==> config.mk <==
export PLATFORM = sky130hd
export DESIGN_NAME = t2_timer
export DESIGN_NICKNAME = d
export VERILOG_FILES = /design/src/logic/t2_pkg.sv /design/src/logic/t2_timer.sv
export VERILOG_INCLUDE_DIRS = /design/src /design/src/logic
export SDC_FILE = /design/constraint.sdc
export NUM_CORES = 1
export LEC_CHECK = 0
export ABC_CLOCK_PERIOD_IN_PS = 2850
export BUFFER_PORTS_ARGS = -buffer_cell sky130_fd_sc_hd__buf_2
export CAP_MARGIN = 20
export CORE_MARGIN = 2
export CORE_UTILIZATION = 59
export CTS_BUF_LIST = sky130_fd_sc_hd__clkbuf_8
export CTS_CLUSTER_DIAMETER = 120
export DETAILED_ROUTE_END_ITERATION = 10
export PLACE_DENSITY = 0.88
export SYNTH_ARGS = -nofsm -noshare
export SYNTH_HDL_FRONTEND = slang
export SYNTH_SLANG_ARGS = --single-unit
export TNS_END_PERCENT = 5
==> constraint.sdc <==
create_clock -name clk_sys -period 2.85 [get_ports clk_sys]
set_clock_uncertainty 0.2 [all_clocks]
set_input_delay 0.57 -clock clk_sys [delete_from_list [all_inputs] [get_ports clk_sys]]
set_output_delay 0.57 -clock clk_sys [all_outputs]
set_load 0.03 [all_outputs]
==> src/logic/t2_regs.svh <==
// Register indices, field positions, reset values and tick counts of the timer
`ifndef T2_REGS_SVH
`define T2_REGS_SVH

// Register indices; byte address is four times the index
`define T2_IDX_CONTROL 10'h0c8
`define T2_IDX_MODE 10'h0c9
`define T2_IDX_CAP_LOW 10'h0ca
`define T2_IDX_CAP_HIGH 10'h0cb
`define T2_IDX_CNT_LOW 10'h0cc
`define T2_IDX_CNT_HIGH 10'h0cd
`define T2_IDX_AUX 10'h0ce
`define T2_IDX_EXT_FLAGS 10'h0cf

// Control register fields
`define T2_CTL_OVF 7
`define T2_CTL_EXF 6
`define T2_CTL_RXSEL 5
`define T2_CTL_TXSEL 4
`define T2_CTL_EXEN 3
`define T2_CTL_RUN 2
`define T2_CTL_CT 1
`define T2_CTL_CPRL 0

// Mode register fields; hardware-clear bits for ext irq 2..5 sit at 4..7
`define T2_MOD_HC_LSB 4
`define T2_MOD_CAPCLR 3
`define T2_MOD_OE 1
`define T2_MOD_DOWN_COUNT_ENABLE 0

// Auxiliary register fields
`define T2_AUX_SPEED 0
`define T2_AUX_SMODE_LSB 1

// Reset values
`define T2_RST_BYTE 8'h00
`define T2_RST_WORD 16'h0000
`define T2_RST_FLAGS 4'h0

// Clocks per tick
`define T2_PRE_SLOW 4'hc
`define T2_PRE_FAST 4'h4
`define T2_PRE_BAUD 4'h2

`endif

==> src/logic/t2_pkg.sv <==
// Types shared by the timer and its bus
package t2_pkg;

    // APB request from the master
    typedef struct packed {
        logic psel;
        logic penable;
        logic pwrite;
        logic [11:0] paddr;
        logic [31:0] pwdata;
    } t2_apb_req_t;

    // Complete state of the timer
    typedef struct packed {
        logic [7:0] ctl;
        logic [7:0] mode;
        logic [7:0] aux;
        logic [15:0] cap;
        logic [15:0] cnt;
        logic [3:0] extFlag;
        logic [2:0] syncCount;
        logic [2:0] syncTrig;
        logic [3:0] pre;
        logic clkOut;
        logic irq;
        logic rxTick;
        logic txTick;
        logic [31:0] prdata;
        logic pready;
        logic pslverr;
    } t2_state_t;

endpackage : t2_pkg

==> src/logic/t2_timer.sv <==
// Sixteen-bit capture/reload/baud timer with APB register slave
//
// Our own choice: the APB register port.
`timescale 1ns/1ps
`include "t2_regs.svh"

module t2_timer
(
    input wire logic clk_sys,
    input wire logic rst_n,
    input wire t2_pkg::t2_apb_req_t apbReq,
    output logic [31:0] prdata,
    output logic pready,
    output logic pslverr,
    input wire logic countPin,
    input wire logic trigPin,
    input wire logic timer1Ovf,
    input wire logic [3:0] extIrqEdge,
    input wire logic [3:0] isrEntry,
    output logic [3:0] extIrqFlag,
    output logic timerIrq,
    output logic rxBaudTick,
    output logic txBaudTick,
    output logic clkOut
);
    import t2_pkg::*;

    t2_state_t s_reg;
    t2_state_t s_next;

    // Outputs are plain state bits
    assign prdata = s_reg.prdata;
    assign pready = s_reg.pready;
    assign pslverr = s_reg.pslverr;
    assign extIrqFlag = s_reg.extFlag;
    assign timerIrq = s_reg.irq;
    assign rxBaudTick = s_reg.rxTick;
    assign txBaudTick = s_reg.txTick;
    assign clkOut = s_reg.clkOut;

    // Next-state logic of the whole block
    always_comb
    begin
        // Bus decode
        logic [9:0] idx;
        logic mapped;
        logic setup;
        logic wrEn;
        logic [7:0] wb;
        logic [7:0] rb;

        // Mode and pin edges
        logic baud;
        logic run;
        logic countFall;
        logic trigFall;
        logic trigLevel;

        // Counter control
        logic tick;
        logic [3:0] period;
        logic downMode;
        logic goUp;
        logic ovf;
        logic trig;

        // Flag and output updates
        logic ovfSet;
        logic exfSet;
        logic serialVar;
        logic [3:0] hwClr;
        logic [7:0] newCtl;

        idx = apbReq.paddr[11:2];
        setup = apbReq.psel && !apbReq.penable;
        wb = apbReq.pwdata[7:0];
        rb = 8'h00;
        tick = 1'b0;
        period = `T2_PRE_SLOW;
        ovf = 1'b0;
        // Every local gets a value first, so no path leaves one unset
        mapped = 1'b0;
        wrEn = 1'b0;
        baud = 1'b0;
        run = 1'b0;
        countFall = 1'b0;
        trigFall = 1'b0;
        trigLevel = 1'b1;
        downMode = 1'b0;
        goUp = 1'b1;
        trig = 1'b0;
        ovfSet = 1'b0;
        exfSet = 1'b0;
        serialVar = 1'b0;
        hwClr = 4'h0;
        newCtl = 8'h00;
        s_next = s_reg;

        // Index window is the six timer bytes plus aux and ext flags
        // A refused access still completes with zero wait
        // Decode; unaligned or unknown addresses are refused
        mapped = (apbReq.paddr[1:0] == 2'h0)
            && (idx >= `T2_IDX_CONTROL) && (idx <= `T2_IDX_EXT_FLAGS);
        wrEn = apbReq.psel && apbReq.penable && s_reg.pready && apbReq.pwrite && mapped;

        // Chains reset high, so reset release with the pin high never looks like a fall
        // Cost: three clocks of latency from pin to counter
        // two flops, then a third for the edge
        s_next.syncCount = {s_reg.syncCount[1:0], countPin};
        s_next.syncTrig = {s_reg.syncTrig[1:0], trigPin};
        countFall = s_reg.syncCount[2] && !s_reg.syncCount[1];
        trigFall = s_reg.syncTrig[2] && !s_reg.syncTrig[1];
        trigLevel = s_reg.syncTrig[2];

        baud = s_reg.ctl[`T2_CTL_RXSEL] || s_reg.ctl[`T2_CTL_TXSEL];
        run = s_reg.ctl[`T2_CTL_RUN];

        // baud mode ticks every two clocks
        // prescaled clock or count pin edges
        if (baud)
        begin
            period = `T2_PRE_BAUD;
        end
        else if (s_reg.aux[`T2_AUX_SPEED])
        begin
            period = `T2_PRE_FAST;
        end
        else
        begin
            period = `T2_PRE_SLOW;
        end

        // Prescaler is kept while stopped, so a restart resumes mid-period
        // Counter mode bypasses it; the pin edge is the tick
        // stopped timer neither ticks nor moves its prescaler
        if (run)
        begin
            if (!baud && s_reg.ctl[`T2_CTL_CT])
            begin
                tick = countFall;
            end
            else if (s_reg.pre >= period - 4'h1)
            begin
                s_next.pre = 4'h0;
                tick = 1'b1;
            end
            else
            begin
                s_next.pre = s_reg.pre + 4'h1;
            end
        end

        // Direction comes from the synced pin, never the raw one
        // Capture and baud modes always count up
        // pin low counts down when down-count is enabled in reload mode
        downMode = s_reg.mode[`T2_MOD_DOWN_COUNT_ENABLE] && !s_reg.ctl[`T2_CTL_CPRL] && !baud;
        goUp = !downMode || trigLevel;

        // counter steps; wrap from 0xffff is the overflow
        if (tick)
        begin
            if (goUp)
            begin
                if (s_reg.cnt == 16'hffff)
                begin
                    ovf = 1'b1;
                    // capture bytes serve as reload value
                    if (baud || !s_reg.ctl[`T2_CTL_CPRL])
                    begin
                        s_next.cnt = s_reg.cap;
                    end
                    else
                    begin
                        s_next.cnt = 16'h0000;
                    end
                end
                else
                begin
                    s_next.cnt = s_reg.cnt + 16'h0001;
                end
            end
            else
            begin
                // match with reload value counts as overflow
                if (s_reg.cnt == s_reg.cap)
                begin
                    ovf = 1'b1;
                    s_next.cnt = 16'hffff;
                end
                else
                begin
                    s_next.cnt = s_reg.cnt - 16'h0001;
                end
            end
        end

        // Capture takes the count as it stood before this cycle's tick
        // Auto-clear beats a tick landing on the same edge
        // enabled trigger edge acts only outside baud mode
        trig = trigFall && s_reg.ctl[`T2_CTL_EXEN] && !baud;
        if (trig)
        begin
            if (s_reg.ctl[`T2_CTL_CPRL])
            begin
                // copy count bytes into capture bytes
                s_next.cap = s_reg.cnt;
                if (s_reg.mode[`T2_MOD_CAPCLR])
                begin
                    s_next.cnt = 16'h0000;
                end
            end
            else if (!downMode)
            begin
                s_next.cnt = s_reg.cap;
            end
        end

        // Both flag causes are single-cycle events
        // Set requests merge with software writes further down
        // no hardware set while generating baud clocks
        ovfSet = ovf && !baud;
        // edge, or overflow in down-count mode
        exfSet = trig || (ovf && downMode);

        // Limitation: a tick lost under a count write is not replayed
        // Control and ext flag writes are merged separately below
        // Software writes to data registers win over hardware updates
        if (wrEn)
        begin
            case (idx)
                `T2_IDX_MODE: s_next.mode = wb;
                `T2_IDX_CAP_LOW: s_next.cap[7:0] = wb;
                `T2_IDX_CAP_HIGH: s_next.cap[15:8] = wb;
                `T2_IDX_CNT_LOW: s_next.cnt[7:0] = wb;
                `T2_IDX_CNT_HIGH: s_next.cnt[15:8] = wb;
                `T2_IDX_AUX: s_next.aux = wb;
                default: s_next.aux = s_reg.aux;
            endcase
        end

        // Control register: software value, hardware sets win over clears
        newCtl = (wrEn && idx == `T2_IDX_CONTROL) ? wb : s_reg.ctl;
        newCtl[`T2_CTL_OVF] = newCtl[`T2_CTL_OVF] || ovfSet;
        // external flag stays until software clears it
        newCtl[`T2_CTL_EXF] = newCtl[`T2_CTL_EXF] || exfSet;
        s_next.ctl = newCtl;

        // Registered from the new flag values, so the line changes on the same clock as the flag
        // interrupt follows either flag, including a software set
        s_next.irq = newCtl[`T2_CTL_OVF] || newCtl[`T2_CTL_EXF];

        // Unselected directions pass timer 1 through, one clock late
        // Serial mode low bit (aux bit 1) marks the variable-rate modes
        // receive time base in serial modes 1 and 3
        // transmit time base in serial modes 1 and 3
        serialVar = s_reg.aux[`T2_AUX_SMODE_LSB];
        s_next.rxTick = (serialVar && s_reg.ctl[`T2_CTL_RXSEL]) ? ovf : timer1Ovf;
        s_next.txTick = (serialVar && s_reg.ctl[`T2_CTL_TXSEL]) ? ovf : timer1Ovf;

        // Output runs at half the overflow rate
        // Disabling it parks the output low
        // clock-out toggles per overflow, held low when disabled
        if (!s_reg.mode[`T2_MOD_OE])
        begin
            s_next.clkOut = 1'b0;
        end
        else if (ovf)
        begin
            s_next.clkOut = !s_reg.clkOut;
        end

        // A new edge beats a same-cycle service clear or write
        // Flags without a hardware-clear bit wait for software
        // service entry clears flags whose hardware-clear bit is set
        hwClr = isrEntry & s_reg.mode[`T2_MOD_HC_LSB +: 4];
        if (wrEn && idx == `T2_IDX_EXT_FLAGS)
        begin
            s_next.extFlag = (wb[3:0] & ~hwClr) | extIrqEdge;
        end
        else
        begin
            s_next.extFlag = (s_reg.extFlag & ~hwClr) | extIrqEdge;
        end

        // Upper bytes always read zero
        // Unmapped indices read zero and raise an error
        // Read mux, sampled in the setup cycle
        case (idx)
            `T2_IDX_CONTROL: rb = s_reg.ctl;
            `T2_IDX_MODE: rb = s_reg.mode;
            `T2_IDX_CAP_LOW: rb = s_reg.cap[7:0];
            `T2_IDX_CAP_HIGH: rb = s_reg.cap[15:8];
            `T2_IDX_CNT_LOW: rb = s_reg.cnt[7:0];
            `T2_IDX_CNT_HIGH: rb = s_reg.cnt[15:8];
            `T2_IDX_AUX: rb = s_reg.aux;
            `T2_IDX_EXT_FLAGS: rb = {4'h0, s_reg.extFlag};
            default: rb = 8'h00;
        endcase

        // Back-to-back transfers need no idle cycle between them
        // Error and data clear once the bus goes idle
        // Zero-wait slave: answer registered in setup, seen in access
        s_next.pready = setup;
        if (setup)
        begin
            s_next.pslverr = !mapped;
            s_next.prdata = (mapped && !apbReq.pwrite) ? {24'h000000, rb} : 32'h00000000;
        end
        else if (!apbReq.psel)
        begin
            s_next.pslverr = 1'b0;
            s_next.prdata = 32'h00000000;
        end
    end

    // Reset loads constants only; sync chains idle high
    // One register for the whole state keeps updates atomic
    // State register
    always_ff @(posedge clk_sys or negedge rst_n)
    begin
        if (!rst_n)
        begin
            s_reg.ctl <= `T2_RST_BYTE;
            s_reg.mode <= `T2_RST_BYTE;
            s_reg.aux <= `T2_RST_BYTE;
            s_reg.cap <= `T2_RST_WORD;
            s_reg.cnt <= `T2_RST_WORD;
            s_reg.extFlag <= `T2_RST_FLAGS;
            s_reg.syncCount <= 3'h7;
            s_reg.syncTrig <= 3'h7;
            s_reg.pre <= 4'h0;
            s_reg.clkOut <= 1'b0;
            s_reg.irq <= 1'b0;
            s_reg.rxTick <= 1'b0;
            s_reg.txTick <= 1'b0;
            s_reg.prdata <= 32'h00000000;
            s_reg.pready <= 1'b0;
            s_reg.pslverr <= 1'b0;
        end
        else
        begin
            s_reg <= s_next;
        end
    end

endmodule : t2_timer

==> impl_results.md <==
- Avg Cell Area, Syn: 9.01 µm²
- GP Congestion: 1.01
- DRC: 0
- Dpl hpwl: 13000 µm
- Vias/cell: 6.57
- CTS tree: yes
- Least-Margin Pin Slew: 573 ps
- Cell Area, Synth: 5770 µm²
- H-tree levels: 3
- Vias in the first global route: 5327
- Cell taking the most area after synthesis: dfrtp_1
- Main flop type after synthesis: dfrtp_1
- Cts bufs inserted: 9
- I/O pins: 102
- Share of the clock period used by the worst path: 0.969
- Routed len/inst: 21.4 µm
- Width of the die: 103 µm
- Core area: 9640 µm²
- Maxcap violations: 0
- Top cell type's share of synthesized area: 0.338
- Largest net degree at the start of global routing: 45
- Share of cells above drive strength 1: 0.255
- Most frequent cell after synthesis: dfrtp_1
- Post-synth EDFFs: 0
- Failing checks: negative hold slack
- Synth cell types: 73
- Worst endpoint data arrival time: 2860 ps
- Outcome: finished with violations
- Clock Tree Root: clkbuf_8
- Register bit total from synthesis: 84
- Worst-Skew Late Latency: 370 ps
- Asr flop ratio synth: 1.00
- Clock Tree Buf Depth: 2
- Cell Rows: 36
- Synth Warn #: 0
- Max Freq: 362 MHz
- PD cells: 371 nW/µm²
- Total track usage: 0.353
- Maximum vdd ir drop: 286 µV
- Crit path launch type: flip-flop
- Router iterations before antenna repair: 6
- Worst setup margin: 89.3 ps
- Reg clk slew, reported paths: 90 ps
- TNS Setup: 0 ps
- WS Path Type: reg -> reg
- Critical path required time: 2950 ps
- Slew margin rel.: 0.617
- Post-CTS Repair Setup Buffers: 0
- Reg-to-reg startpoint: s_reg[105]
- Final-report max-slew violation count: 0
- DP Worst Slack: 81.5 ps
- Die H: 103 µm
- Critical Path Sink Type: flip-flop
- Die ar.: 10600 µm²
- Antenna violation net count after detailed routing: 0
- Reg2reg setup slack: 90 ps
- RR Endpoint: s_reg[58]
- Lkg Pwr: 2.75 nW
- Initial antenna violation count: 0
- Hold Worst Slack: -6.54 ps
- Hold Path Class: in -> async
- Power Total: 2.41 mW
- First-pass GRT wire length: 27900 µm
- Clock sink count: 84
- Diode count: 0
- Hold-fix buffers, CTS: 0
- IO buf count: 53
- Post-synth top cells: 78 x dfrtp_1, 69 x nand2_1, 46 x o21ai_0, 45 x nor2_1, 38 x buf_4
- Initial DRC Count: 471
- Post-layout min period: 2760 ps
- Remaining Overflow, GRT: 0
- Crit path max fanout: 8
- Total wire length: 18000 µm
- Register area share after synthesis: 0.365
- Final Hold Violating Endpoints: 12
- Setup violators final: 0
- Area growth syn-to-layout: 12.5%
- Post-Syn Instances: 641
- Layout Nets: 766
- Worst reg-to-reg path cell count: 10
- Initial core utilization: 0.599
- Vias: 5517
- Dominant cells by area after synthesis: dfrtp_1 34%, mux2_2 5.5%, buf_4 4.9%
- Max FFs per register: 62
[layout make-up]
cell class	count	area, µm²
Timing Repair Buffer	104	679
Sequential cell	84	2110
Inverter	4	15.0
Tap cell	133	166
Multi-Input combinational cell	499	3300
Clock buffer	9	124
Clock inverter	7	103
Fill cell	759	3140
[cell families (layout without fill, tap and decap cells)]
kind of cell	count (synthesis)	count (layout)	share of synthesized area
AND/OR/NAND/NOR	234	234	0.212
AO/OA/AOI/OAI	146	146	0.160
flip-flops	84	84	0.365
buffers and inverters	81	124	0.0824
multiplexers	61	61	0.125
XOR/XNOR	30	30	0.0455
adder cells (fa/ha/maj)	4	4	0.00867
other	1	24	0.000650
[repair_timing]
action,CTS,global route
gates resized for setup,0,6
endpoints found under the setup margin,0,8
endpoints found under the hold margin,0,0
[critical path: stages (launching register included)]
cell     delay (ps)
dfrtp_1         380
or3_1           400
ha_1            300
nor2_1           50
mux2i_1         250
nand3_2         260
buf_4           250
nor2_1          100
o21ai_0          80
a21oi_1         220
o22a_1          200
[power breakdown]
group | internal [mW] | switching, mW | total [mW]
Clock | 0.508 | 0.488 | 0.996
Sequential | 1.20 | 0.00564 | 1.21
Combinational | 0.0584 | 0.147 | 0.205
Total | 1.77 | 0.641 | 2.41
[cell usage in the layout, fill, tap and decap left out, types with 5 or more instances in the layout]
cell type	synthesis	layout
a31oi_1	8	8
o21ai_1	5	5
nand2b_1	6	6
nand2_1	69	69
nor2_1	45	45
mux2i_1	27	27
buf_4	38	49
mux4_2	6	6
o21ai_0	46	46
dfrtp_1	78	78
mux2_2	28	28
dfstp_2	6	6
clkbuf_8	0	9
nand3_1	23	22
and3_1	13	12
a221oi_1	5	5
nor3_1	11	11
buf_2	17	52
xnor2_1	7	7
conb_1	1	24
nor4_1	12	12
nand4_1	11	11
a21oi_1	32	32
xor2_1	23	23
a211oi_1	12	11
[worst max-delay path by stage]
stage           endpoint  startpoint  depth (start not counted)  slack (ps)
2_1_floorplan  s_reg[54]  s_reg[105]                         10         330
3_3_place_gp   s_reg[54]  apbReq[42]                          8         110
5_1_grt        s_reg[58]  s_reg[105]                         10         -20
4_1_cts        s_reg[60]  s_reg[105]                          9          90
6_report       s_reg[58]  s_reg[105]                         10          90
3_5_place_dp   s_reg[55]  apbReq[42]                          9          80
[routing by layer]
| layer | track usage | up-vias | part of all wire |
|---|---|---|---|
| met2 | 0.556 | 379 | 0.47 |
| met5 | 0 | - | 0 |
| met4 | 0.190 | 0 | 0.048 |
| li1 | - | 2404 | - |
| met1 | 0.468 | 2651 | 0.39 |
| met3 | 0.0590 | 83 | 0.096 |
[metrics by stage]
step                cell area, µm²  instances  utilization
finish                        6490        840        0.674
global route                  6490        840        0.674
CTS                           6470        840        0.671
detailed placement            6240        824        0.647
global placement              6240        824        0.647
floorplan                     5860        664            -
Power figures use the tool's default switching activity.
